==> src/core/xfer_vec_pkg.sv <==
package xfer_vec_pkg;
  // ----------------------------------------------------------------
  // address map
  // ----------------------------------------------------------------
  localparam logic [15:0] VEC_BASE = 16'h0400;
  localparam logic [7:0] DESC_UPPER = 8'hFF;
  localparam logic [23:0] RAM_LO = 24'hFFEBC0;
  localparam logic [23:0] RAM_HI = 24'hFFEFBF;
  localparam logic [1:0] ALIGN_MASK = 2'h3;
  // ----------------------------------------------------------------
  // descriptor layout, word index from start
  // ----------------------------------------------------------------
  localparam int DESC_WORDS = 6;
  localparam logic [2:0] W_MODE_A = 3'h0;
  localparam logic [2:0] W_SRC = 3'h1;
  localparam logic [2:0] W_MODE_B = 3'h2;
  localparam logic [2:0] W_DST = 3'h3;
  localparam logic [2:0] W_CNT_A = 3'h4;
  localparam logic [2:0] W_CNT_B = 3'h5;
  // ----------------------------------------------------------------
  // hardware sources, highest priority first
  // ----------------------------------------------------------------
  localparam int NUM_SRC = 46;
  localparam int ADC_SRC_IDX = 8;
  localparam logic [6:0] ADC_VEC_NUM = 7'h1C;
  localparam logic [6:0] SRC_VEC [NUM_SRC] = '{
    7'h10, 7'h11, 7'h12, 7'h13, 7'h14, 7'h15, 7'h16, 7'h17,
    7'h1C, 7'h20, 7'h21, 7'h22, 7'h23, 7'h28, 7'h29, 7'h2C,
    7'h2D, 7'h30, 7'h31, 7'h32, 7'h33, 7'h38, 7'h39, 7'h3C,
    7'h3D, 7'h40, 7'h41, 7'h44, 7'h45, 7'h51, 7'h52, 7'h55,
    7'h56, 7'h59, 7'h5A, 7'h5C, 7'h5D, 7'h60, 7'h61, 7'h69,
    7'h6A, 7'h6D, 7'h79, 7'h7A, 7'h7D, 7'h7E};
  localparam int SERIAL4_TX_IDX = 45;
  localparam int SERIAL4_TX_VEC = 126;
  localparam logic [1:0] OFF_SRC = 2'h0;
endpackage

==> src/core/xfer_prio_pick.sv <==
`timescale 1ns/10ps
module xfer_prio_pick
  import xfer_vec_pkg::*;
#(
  parameter int N = NUM_SRC
) (
  input wire logic [N-1:0] req, // pending requests, bit 0 highest
  output logic hit, // any request pending
  output logic [5:0] idx // index of the winner
);
  // lowest index wins; loop runs downward so the last write is the winner
  always_comb begin
    hit = 1'b0;
    idx = 6'h00;
    for (int i = N - 1; i >= 0; i--) begin
      if (req[i]) begin
        hit = 1'b1;
        idx = 6'(i);
      end
    end
  end
endmodule

==> src/core/xfer_vec_lookup.sv <==
`timescale 1ns/10ps
// What this block does
// - the descriptor is mode a, source, mode b, destination, count a, count b in order.
// - on activation the pointer at the vector is read, then the descriptor from it.
// - a software activation uses vector address 0400 plus twice vector bits 6..0.
// - a vector entry is two bytes and gives only the low bits of the start address.
// - only the advanced 24-bit address mode is built.
// - a hardware source uses vector address 0400 plus twice its fixed number.
// - software activation wins, then hardware sources in table order, serial 4 tx last.
// - the converter-done request uses vector 28 and only when its enable is set.
// - enable positions with no source never start a transfer.
// - a set enable routes its source here, a clear one leaves it to the cpu; the converter position follows adc_done_enable instead.
module xfer_vec_lookup
  import xfer_vec_pkg::*;
(
  input wire logic core_clk, // system clock
  input wire logic rst, // async reset, high
  input wire logic [NUM_SRC-1:0] src_req, // hardware source requests, table order
  input wire logic [NUM_SRC-1:0] activation_enable_bit, // routing enables, table order
  input wire logic adc_done_request, // converter finished
  input wire logic adc_done_enable, // enable for the converter request
  input wire logic sw_enable, // software activation enable
  input wire logic [6:0] soft_vector_reg, // software vector number
  output logic [NUM_SRC-1:0] cpu_irq, // sources left to the cpu
  output logic rd_req, // bus read request
  output logic rd_word, // 1: 16-bit read, 0: 32-bit read
  output logic [23:0] rd_addr, // bus read address
  input wire logic rd_ack, // read data valid
  input wire logic [31:0] rd_data, // read data
  output logic busy, // a lookup is in progress
  output logic desc_valid, // descriptor ready, one-cycle pulse
  output logic desc_sw, // descriptor was for software activation
  output logic [5:0] desc_src, // winning hardware source index
  output logic [23:0] desc_start, // descriptor start address
  output logic desc_fault, // start address outside ram or misaligned
  output logic [31:0] transfer_mode_word_a, // descriptor word 0
  output logic [31:0] source_pointer_word, // descriptor word 1
  output logic [31:0] transfer_mode_word_b, // descriptor word 2
  output logic [31:0] dest_pointer_word, // descriptor word 3
  output logic [31:0] count_word_a, // descriptor word 4
  output logic [31:0] count_word_b, // descriptor word 5
  input wire logic desc_taken // executor accepted the descriptor
);
  typedef enum logic [1:0] {S_IDLE, S_VEC, S_DESC, S_HOLD} state_e;
  state_e state_q;
  logic [NUM_SRC-1:0] act_req;
  logic hw_hit;
  logic [5:0] hw_idx;
  logic [2:0] word_q;
  logic [23:0] start_q;
  logic [31:0] desc_q [DESC_WORDS];

  function automatic logic [15:0] vec_addr(input logic [6:0] num);
    vec_addr = VEC_BASE + {8'h00, num, 1'b0};
  endfunction

  // ----------------------------------------------------------------
  // request routing
  // ----------------------------------------------------------------
  always_comb begin
    for (int i = 0; i < NUM_SRC; i++) begin
      act_req[i] = src_req[i] & activation_enable_bit[i];
    end
    act_req[ADC_SRC_IDX] = adc_done_request & adc_done_enable;
  end

  always_comb begin
    cpu_irq = src_req & ~activation_enable_bit;
    cpu_irq[ADC_SRC_IDX] = adc_done_request & ~adc_done_enable;
  end

  xfer_prio_pick #(.N(NUM_SRC)) u_pick (
    .req(act_req),
    .hit(hw_hit),
    .idx(hw_idx)
  );

  // ----------------------------------------------------------------
  // lookup sequencer
  // ----------------------------------------------------------------
  always_ff @(posedge core_clk or posedge rst) begin
    if (rst) begin
      state_q <= S_IDLE;
      word_q <= 3'h0;
      start_q <= 24'h000000;
      rd_addr <= 24'h000000;
      desc_sw <= 1'b0;
      desc_src <= 6'h00;
    end else begin
      case (state_q)
        S_IDLE: begin
          word_q <= 3'h0;
          if (sw_enable) begin
            // software ahead of any hardware request
            desc_sw <= 1'b1;
            rd_addr <= {8'h00, vec_addr(soft_vector_reg)};
            state_q <= S_VEC;
          end else if (hw_hit) begin
            desc_sw <= 1'b0;
            desc_src <= hw_idx;
            rd_addr <= {8'h00, vec_addr(SRC_VEC[hw_idx])};
            state_q <= S_VEC;
          end
        end
        S_VEC: begin
          if (rd_ack) begin
            // 16-bit pointer, upper byte forced, advanced mode only
            start_q <= {DESC_UPPER, rd_data[15:0]};
            rd_addr <= {DESC_UPPER, rd_data[15:0]};
            state_q <= S_DESC;
          end
        end
        S_DESC: begin
          if (rd_ack) begin
            rd_addr <= rd_addr + 24'h000004;
            word_q <= word_q + 3'h1;
            if (word_q == W_CNT_B) begin
              state_q <= S_HOLD;
            end
          end
        end
        S_HOLD: begin
          if (desc_taken) begin
            state_q <= S_IDLE;
          end
        end
        default: state_q <= S_IDLE;
      endcase
    end
  end

  always_ff @(posedge core_clk or posedge rst) begin
    if (rst) begin
      for (int i = 0; i < DESC_WORDS; i++) begin
        desc_q[i] <= 32'h00000000;
      end
    end else if (state_q == S_DESC && rd_ack) begin
      desc_q[word_q] <= rd_data;
    end
  end

  always_ff @(posedge core_clk or posedge rst) begin
    if (rst) begin
      desc_valid <= 1'b0;
    end else begin
      desc_valid <= (state_q == S_DESC) && rd_ack && (word_q == W_CNT_B);
    end
  end

  // ----------------------------------------------------------------
  // outputs
  // ----------------------------------------------------------------
  assign rd_req = (state_q == S_VEC) || (state_q == S_DESC);
  assign rd_word = (state_q == S_VEC);
  assign busy = (state_q != S_IDLE);
  assign desc_start = start_q;
  // flagged, not blocked: software owns placement, this only reports it
  assign desc_fault = (start_q < RAM_LO) || (start_q > RAM_HI)
    || ((start_q[1:0] & ALIGN_MASK) != 2'h0);
  assign transfer_mode_word_a = desc_q[W_MODE_A];
  assign source_pointer_word = desc_q[W_SRC];
  assign transfer_mode_word_b = desc_q[W_MODE_B];
  assign dest_pointer_word = desc_q[W_DST];
  assign count_word_a = desc_q[W_CNT_A];
  assign count_word_b = desc_q[W_CNT_B];

  // ----------------------------------------------------------------
  // checks
  // ----------------------------------------------------------------
  a_sw_vec_addr: assert property (@(posedge core_clk) disable iff (rst)
    (state_q == S_IDLE && sw_enable)
    |=> rd_addr == {8'h00, VEC_BASE + {8'h00, $past(soft_vector_reg), 1'b0}})
    else $error("software vector address wrong");
  a_sw_first: assert property (@(posedge core_clk) disable iff (rst)
    (state_q == S_IDLE && sw_enable && hw_hit) |=> desc_sw)
    else $error("hardware won over software");
  a_hw_vec_addr: assert property (@(posedge core_clk) disable iff (rst)
    (state_q == S_IDLE && !sw_enable && act_req[0]) |=> rd_addr == 24'h000420)
    else $error("source 0 vector address wrong");
  a_adc_gate: assert property (@(posedge core_clk) disable iff (rst)
    (adc_done_request && !adc_done_enable) |-> cpu_irq[ADC_SRC_IDX] && !act_req[ADC_SRC_IDX])
    else $error("converter request routed while disabled");
  a_adc_vec: assert property (@(posedge core_clk) disable iff (rst)
    (state_q == S_IDLE && !sw_enable && act_req == (NUM_SRC'(1) << ADC_SRC_IDX))
    |=> rd_addr == 24'h000438)
    else $error("converter vector address wrong");
  a_last_src: assert property (@(posedge core_clk) disable iff (rst)
    (state_q == S_IDLE && !sw_enable && act_req == (NUM_SRC'(1) << SERIAL4_TX_IDX))
    |=> rd_addr == 24'(VEC_BASE) + 24'(2 * SERIAL4_TX_VEC))
    else $error("last serial transmit vector address wrong");
  a_addr_hold: assert property (@(posedge core_clk) disable iff (rst)
    (rd_req && !rd_ack) |=> $stable(rd_addr))
    else $error("read address moved before acknowledge");
  a_route_excl: assert property (@(posedge core_clk) disable iff (rst)
    (act_req & cpu_irq) == '0)
    else $error("source routed both ways");
  a_upper_byte: assert property (@(posedge core_clk) disable iff (rst)
    (state_q == S_VEC && rd_ack) |=> rd_addr == {8'hFF, $past(rd_data[15:0])})
    else $error("descriptor address upper byte wrong");
  a_ptr_then_desc: assert property (@(posedge core_clk) disable iff (rst)
    (state_q == S_VEC && rd_ack) |=> state_q == S_DESC && !rd_word)
    else $error("descriptor read did not follow pointer");
  a_word_step: assert property (@(posedge core_clk) disable iff (rst)
    (state_q == S_DESC && rd_ack && word_q != W_CNT_B) |=> rd_addr == $past(rd_addr) + 24'h4)
    else $error("descriptor word address step wrong");
  a_six_words: assert property (@(posedge core_clk) disable iff (rst)
    desc_valid |-> $past(word_q) == W_CNT_B)
    else $error("descriptor complete before six words");
  a_none_idle: assert property (@(posedge core_clk) disable iff (rst)
    (state_q == S_IDLE && !sw_enable && act_req == '0) |=> state_q == S_IDLE)
    else $error("lookup started with no request");
  c_sw: cover property (@(posedge core_clk) disable iff (rst) desc_valid && desc_sw);
  c_hw: cover property (@(posedge core_clk) disable iff (rst) desc_valid && !desc_sw);
  c_both: cover property (@(posedge core_clk) disable iff (rst)
    state_q == S_IDLE && sw_enable && hw_hit);
  c_fault: cover property (@(posedge core_clk) disable iff (rst) desc_valid && desc_fault);
  c_adc: cover property (@(posedge core_clk) disable iff (rst) desc_valid && desc_src == 6'(ADC_SRC_IDX));
endmodule

==> config.mk <==
export PLATFORM = sky130hd
export DESIGN_NAME = xfer_vec_lookup
export DESIGN_NICKNAME = d
export VERILOG_FILES = /design/src/core/xfer_vec_pkg.sv /design/src/core/xfer_prio_pick.sv /design/src/core/xfer_vec_lookup.sv
export SDC_FILE = /design/constraint.sdc
export NUM_CORES = 1
export LEC_CHECK = 0
export BUFFER_PORTS_ARGS = -buffer_cell sky130_fd_sc_hd__buf_4
export CORE_AREA = 2 2 169 171
export CTS_BUF_LIST = sky130_fd_sc_hd__clkbuf_4
export DETAILED_ROUTE_END_ITERATION = 8
export DIE_AREA = 0 0 171 173
export PLACE_DENSITY = 0.73
export SLEW_MARGIN = 20
export SYNTH_ARGS = -nofsm -noshare
export SYNTH_HDL_FRONTEND = slang
export SYNTH_SLANG_ARGS = --single-unit
==> constraint.sdc <==
create_clock -name core_clk -period 11.2 [get_ports core_clk]
set_input_delay 3.36 -clock core_clk [delete_from_list [all_inputs] [get_ports core_clk]]
set_output_delay 3.36 -clock core_clk [all_outputs]
set_load 0.02 [all_outputs]
==> metrics <==
run status=completed; Post-Synthesis Cell Area=roughly 0.012 mm2; primary flip-flop cell chosen by synthesis mapping=sky130_fd_sc_hd__dfrtp_1; initial cell density of the core=42.22%; Slew HR=around a third; Mapped Nets=between 1,000 and 1,500; combined flip-flop and latch cell area=0.006156 mm2; antenna viol nets, final=0; Synth area leaders=sky130_fd_sc_hd__dfrtp_1 (53%), sky130_fd_sc_hd__mux2_2 (20%), sky130_fd_sc_hd__nor2b_1 (2.6%), sky130_fd_sc_hd__nand2_1 (2.5%), sky130_fd_sc_hd__o21ai_0 (2.1%); HPWL reported at the end of detailed placement=~28,000 um; type of destination of the critical path=output port; Layout Skew=0.05598 ns; Avg WL per Cell=around 21 um; final number of setup-violating endpoints=0; wire length of the first global-routing pass=59,460 um; nets=between 1,500 and 2,000; Most common cell on crit path=sky130_fd_sc_hd__buf_4; startpoint type of the worst setup path=input port; Longest Clk Path Bufs=3; setup repair after global routing missed its margin=false; proportion of synthesized chip area in sequential cells=between 50% and 60%; initial antenna violation count=4; I/O Buffers=~430; I/O pin total=between 400 and 500; CTS tree=yes; area of all placed cells without fillers=between 0.015 and 0.02 mm2; Core Rows=61; total wire length=slightly below 40,000 um; dpl cell area=~0.015 mm2; total count of hold-check failures in the final report=0; Pwr Total=around 4.3 mW; CTS sink cnt=approximately 250; clock transition at the registers of the reported paths=0.06 ns; Tightest Hold Check Type=register to register; average instance area after synthesis=approximately 12 um2; ratio of total power to cell area=between 200 and 300 mW/mm2; leakage dissipation=7.897 nW; count of flip-flops with a built-in enable after synthesis=0; setup_tns=0 ns; Setup Fix Bufs, Post-CTS=0; most frequent cell after synthesis=sky130_fd_sc_hd__dfrtp_1; global-route congestion overflow total=0; Chip Height=173 um; vias=~10,000; peak per-stage delay on the critical path=around 0.17 ns; most area-hungry cell type in the Yosys netlist=sky130_fd_sc_hd__dfrtp_1; number of detailed-routing iterations run before antenna repair=5; Core Footprint=around 0.028 mm2; critical path, cell by cell=buf_4 -> nor2b_1 -> buf_4; count of warnings emitted by yosys=0; smallest hold slack=approximately 0.48 ns; RD Place Congestion=between 0.8 and 0.9; total routing usage reported by global routing=a little over a quarter; quantity of hold-fixing buffers added after cts=0; slew at the pin closest to its max-slew limit=between 0.9 and 1 ns; number of maximum-capacitance constraint violations=0; number of levels the H-tree was split into=3; Root Driver=sky130_fd_sc_hd__clkbuf_4; Worst EP arrival=3.79 ns; share of cells above drive strength 1=51.68%; number of flip-flops and latches in the synthesized netlist=approximately 250; area taken by multi-input logic gates=between 0.005 and 0.006 mm2; list of most frequent post-synthesis cells=sky130_fd_sc_hd__dfrtp_1 (246), sky130_fd_sc_hd__mux2_2 (210), sky130_fd_sc_hd__nand2_1 (77), sky130_fd_sc_hd__o21ai_0 (50), sky130_fd_sc_hd__nor2b_1 (48); FMAX=0.1398 GHz; # DRC=0; later-pin clock latency in the skew report=0.67 ns; width of the chip=171 um; cell with the largest stage delay on the worst path=sky130_fd_sc_hd__buf_4; peak ir drop on the vdd network=just under 0.00009 V; final max-slew violation count=0; placement-stage worst setup slack=4.052 ns; FFs w/ async S/R, synth=100.0%; Avg Vias per Cell=between 5 and 6; critical path peak fanout=3; fin worst setup slack=about 4.0 ns; number of clock buffers inserted by TritonCTS=between 60 and 70; data required time at the worst endpoint=between 7 and 8 ns; number of global-route vias before repair=10,310; number of filler instances in the final layout=2,406; clock period minus final worst setup slack=7.154 ns; distinct cell type count of the synthesized netlist=66; Die Area=0.02958 mm2; post-cts resize count=0; kind of critical path=input port to output port; synthesized instance count=roughly 1,000; area share of the largest cell type after synthesis=about 53%; drt initial violations=around 730; post-route fraction of the period consumed by the critical path=approximately 64%; relative area change from synthesis to final layout=38.29%; largest net degree at the start of global routing=a little over 90
## worst max-delay path: cells and delay by family
kind	cells	cell delay (ns)
buf+inv	2	0.29
simple gates	1	0.15
## state kept, by name, indices dropped and copies added (netlist names), 2 cells and up
| signal | cells |
|---|---|
| desc_start | 17 |
| transfer_mode_word_a | 32 |
| rd_addr | 24 |
| state_q | 2 |
| desc_src | 6 |
| dest_pointer_word | 32 |
| transfer_mode_word_b | 32 |
| word_q | 3 |
| source_pointer_word | 32 |
| count_word_b | 32 |
| count_word_a | 32 |
## cells by family (layout without fill, tap and decap cells)
family	after synthesis	in the layout	share of synthesized area, %
XOR/XNOR	3	3	0.2253
flip-flops	246	246	52.77
AND/OR/NAND/NOR	236	236	10.50
AO/OA/AOI/OAI	196	196	11.84
adder cells (fa/ha/maj)	13	13	1.394
buffers and inverters	72	575	2.574
other	0	4	0
multiplexers	215	215	20.70
## stage by stage
stage	utilization, %	cells
2_1_floorplan	-	981
3_3_place_gp	55.37	1756
3_5_place_dp	55.37	1756
4_1_cts	58.32	1862
5_1_grt	58.39	1866
6_report	58.39	1866
## final timing paths
path | to | slack (ns) | cells after the start | startpoint
worst min-delay path | desc_sw | 0.48 | 2 | desc_sw
worst max register to register | source_pointer_word[1] | 8.39 | 7 | state_q[0]
min in group asynchronous | transfer_mode_word_a[24] | 2.79 | 2 | rst
max in group asynchronous | source_pointer_word[29] | 6.93 | 3 | rst
worst max-delay path | cpu_irq[21] | 4.05 | 3 | activation_enable_bit[21]
worst min register to register | desc_sw | 0.48 | 2 | desc_sw
## routing by layer
layer | vias up | part of all wire [%] | track usage [%]
met5 | - | 0 | 0
li1 | 4598 | - | -
met2 | 455 | 50 | 44.49
met3 | 95 | 7.7 | 7.462
met1 | 4919 | 38 | 29.96
met4 | 0 | 4.1 | 11.97
## cells in the final DEF, fill, tap and decap left out, types with 5 or more instances in the layout
cell	instances
sky130_fd_sc_hd__nand2_1	77
sky130_fd_sc_hd__clkbuf_4	93
sky130_fd_sc_hd__nand3_1	14
sky130_fd_sc_hd__a31oi_1	16
sky130_fd_sc_hd__mux2i_1	5
sky130_fd_sc_hd__nor3_1	9
sky130_fd_sc_hd__a32o_1	5
sky130_fd_sc_hd__nor2_1	27
sky130_fd_sc_hd__o211ai_1	9
sky130_fd_sc_hd__a211oi_1	5
sky130_fd_sc_hd__buf_4	443
sky130_fd_sc_hd__dfrtp_1	246
sky130_fd_sc_hd__o21ai_0	50
sky130_fd_sc_hd__nor2b_1	48
sky130_fd_sc_hd__clkinv_1	8
sky130_fd_sc_hd__a22oi_1	21
sky130_fd_sc_hd__a32oi_1	10
sky130_fd_sc_hd__mux2_2	210
sky130_fd_sc_hd__and2_1	8
sky130_fd_sc_hd__a22o_1	13
sky130_fd_sc_hd__nand2b_1	6
sky130_fd_sc_hd__a21oi_1	20
sky130_fd_sc_hd__ha_1	13
sky130_fd_sc_hd__inv_1	22
sky130_fd_sc_hd__nand4_1	6
sky130_fd_sc_hd__and3_1	11
sky130_fd_sc_hd__o22ai_1	5
## report_power, final
group | internal, mW | switching, mW
clock network | 0.427 | 0.357
logic | 0.896 | 1.16
registers | 1.25 | 0.228
total | 2.58 | 1.74
## cell type report
| type | count | area share [%] |
|---|---|---|
| diodes | 4 | 0.06204 |
| clock buffers | 93 | 4.328 |
| clock inverters | 13 | 0.7213 |
| inverters | 25 | 0.6282 |
| multi-input cells | 663 | 32.49 |
| flip-flops and latches | 246 | 38.16 |
| well taps | 378 | 2.932 |
| repair buffers | 444 | 20.68 |
No activity file was read; power rests on OpenSTA's default activity.
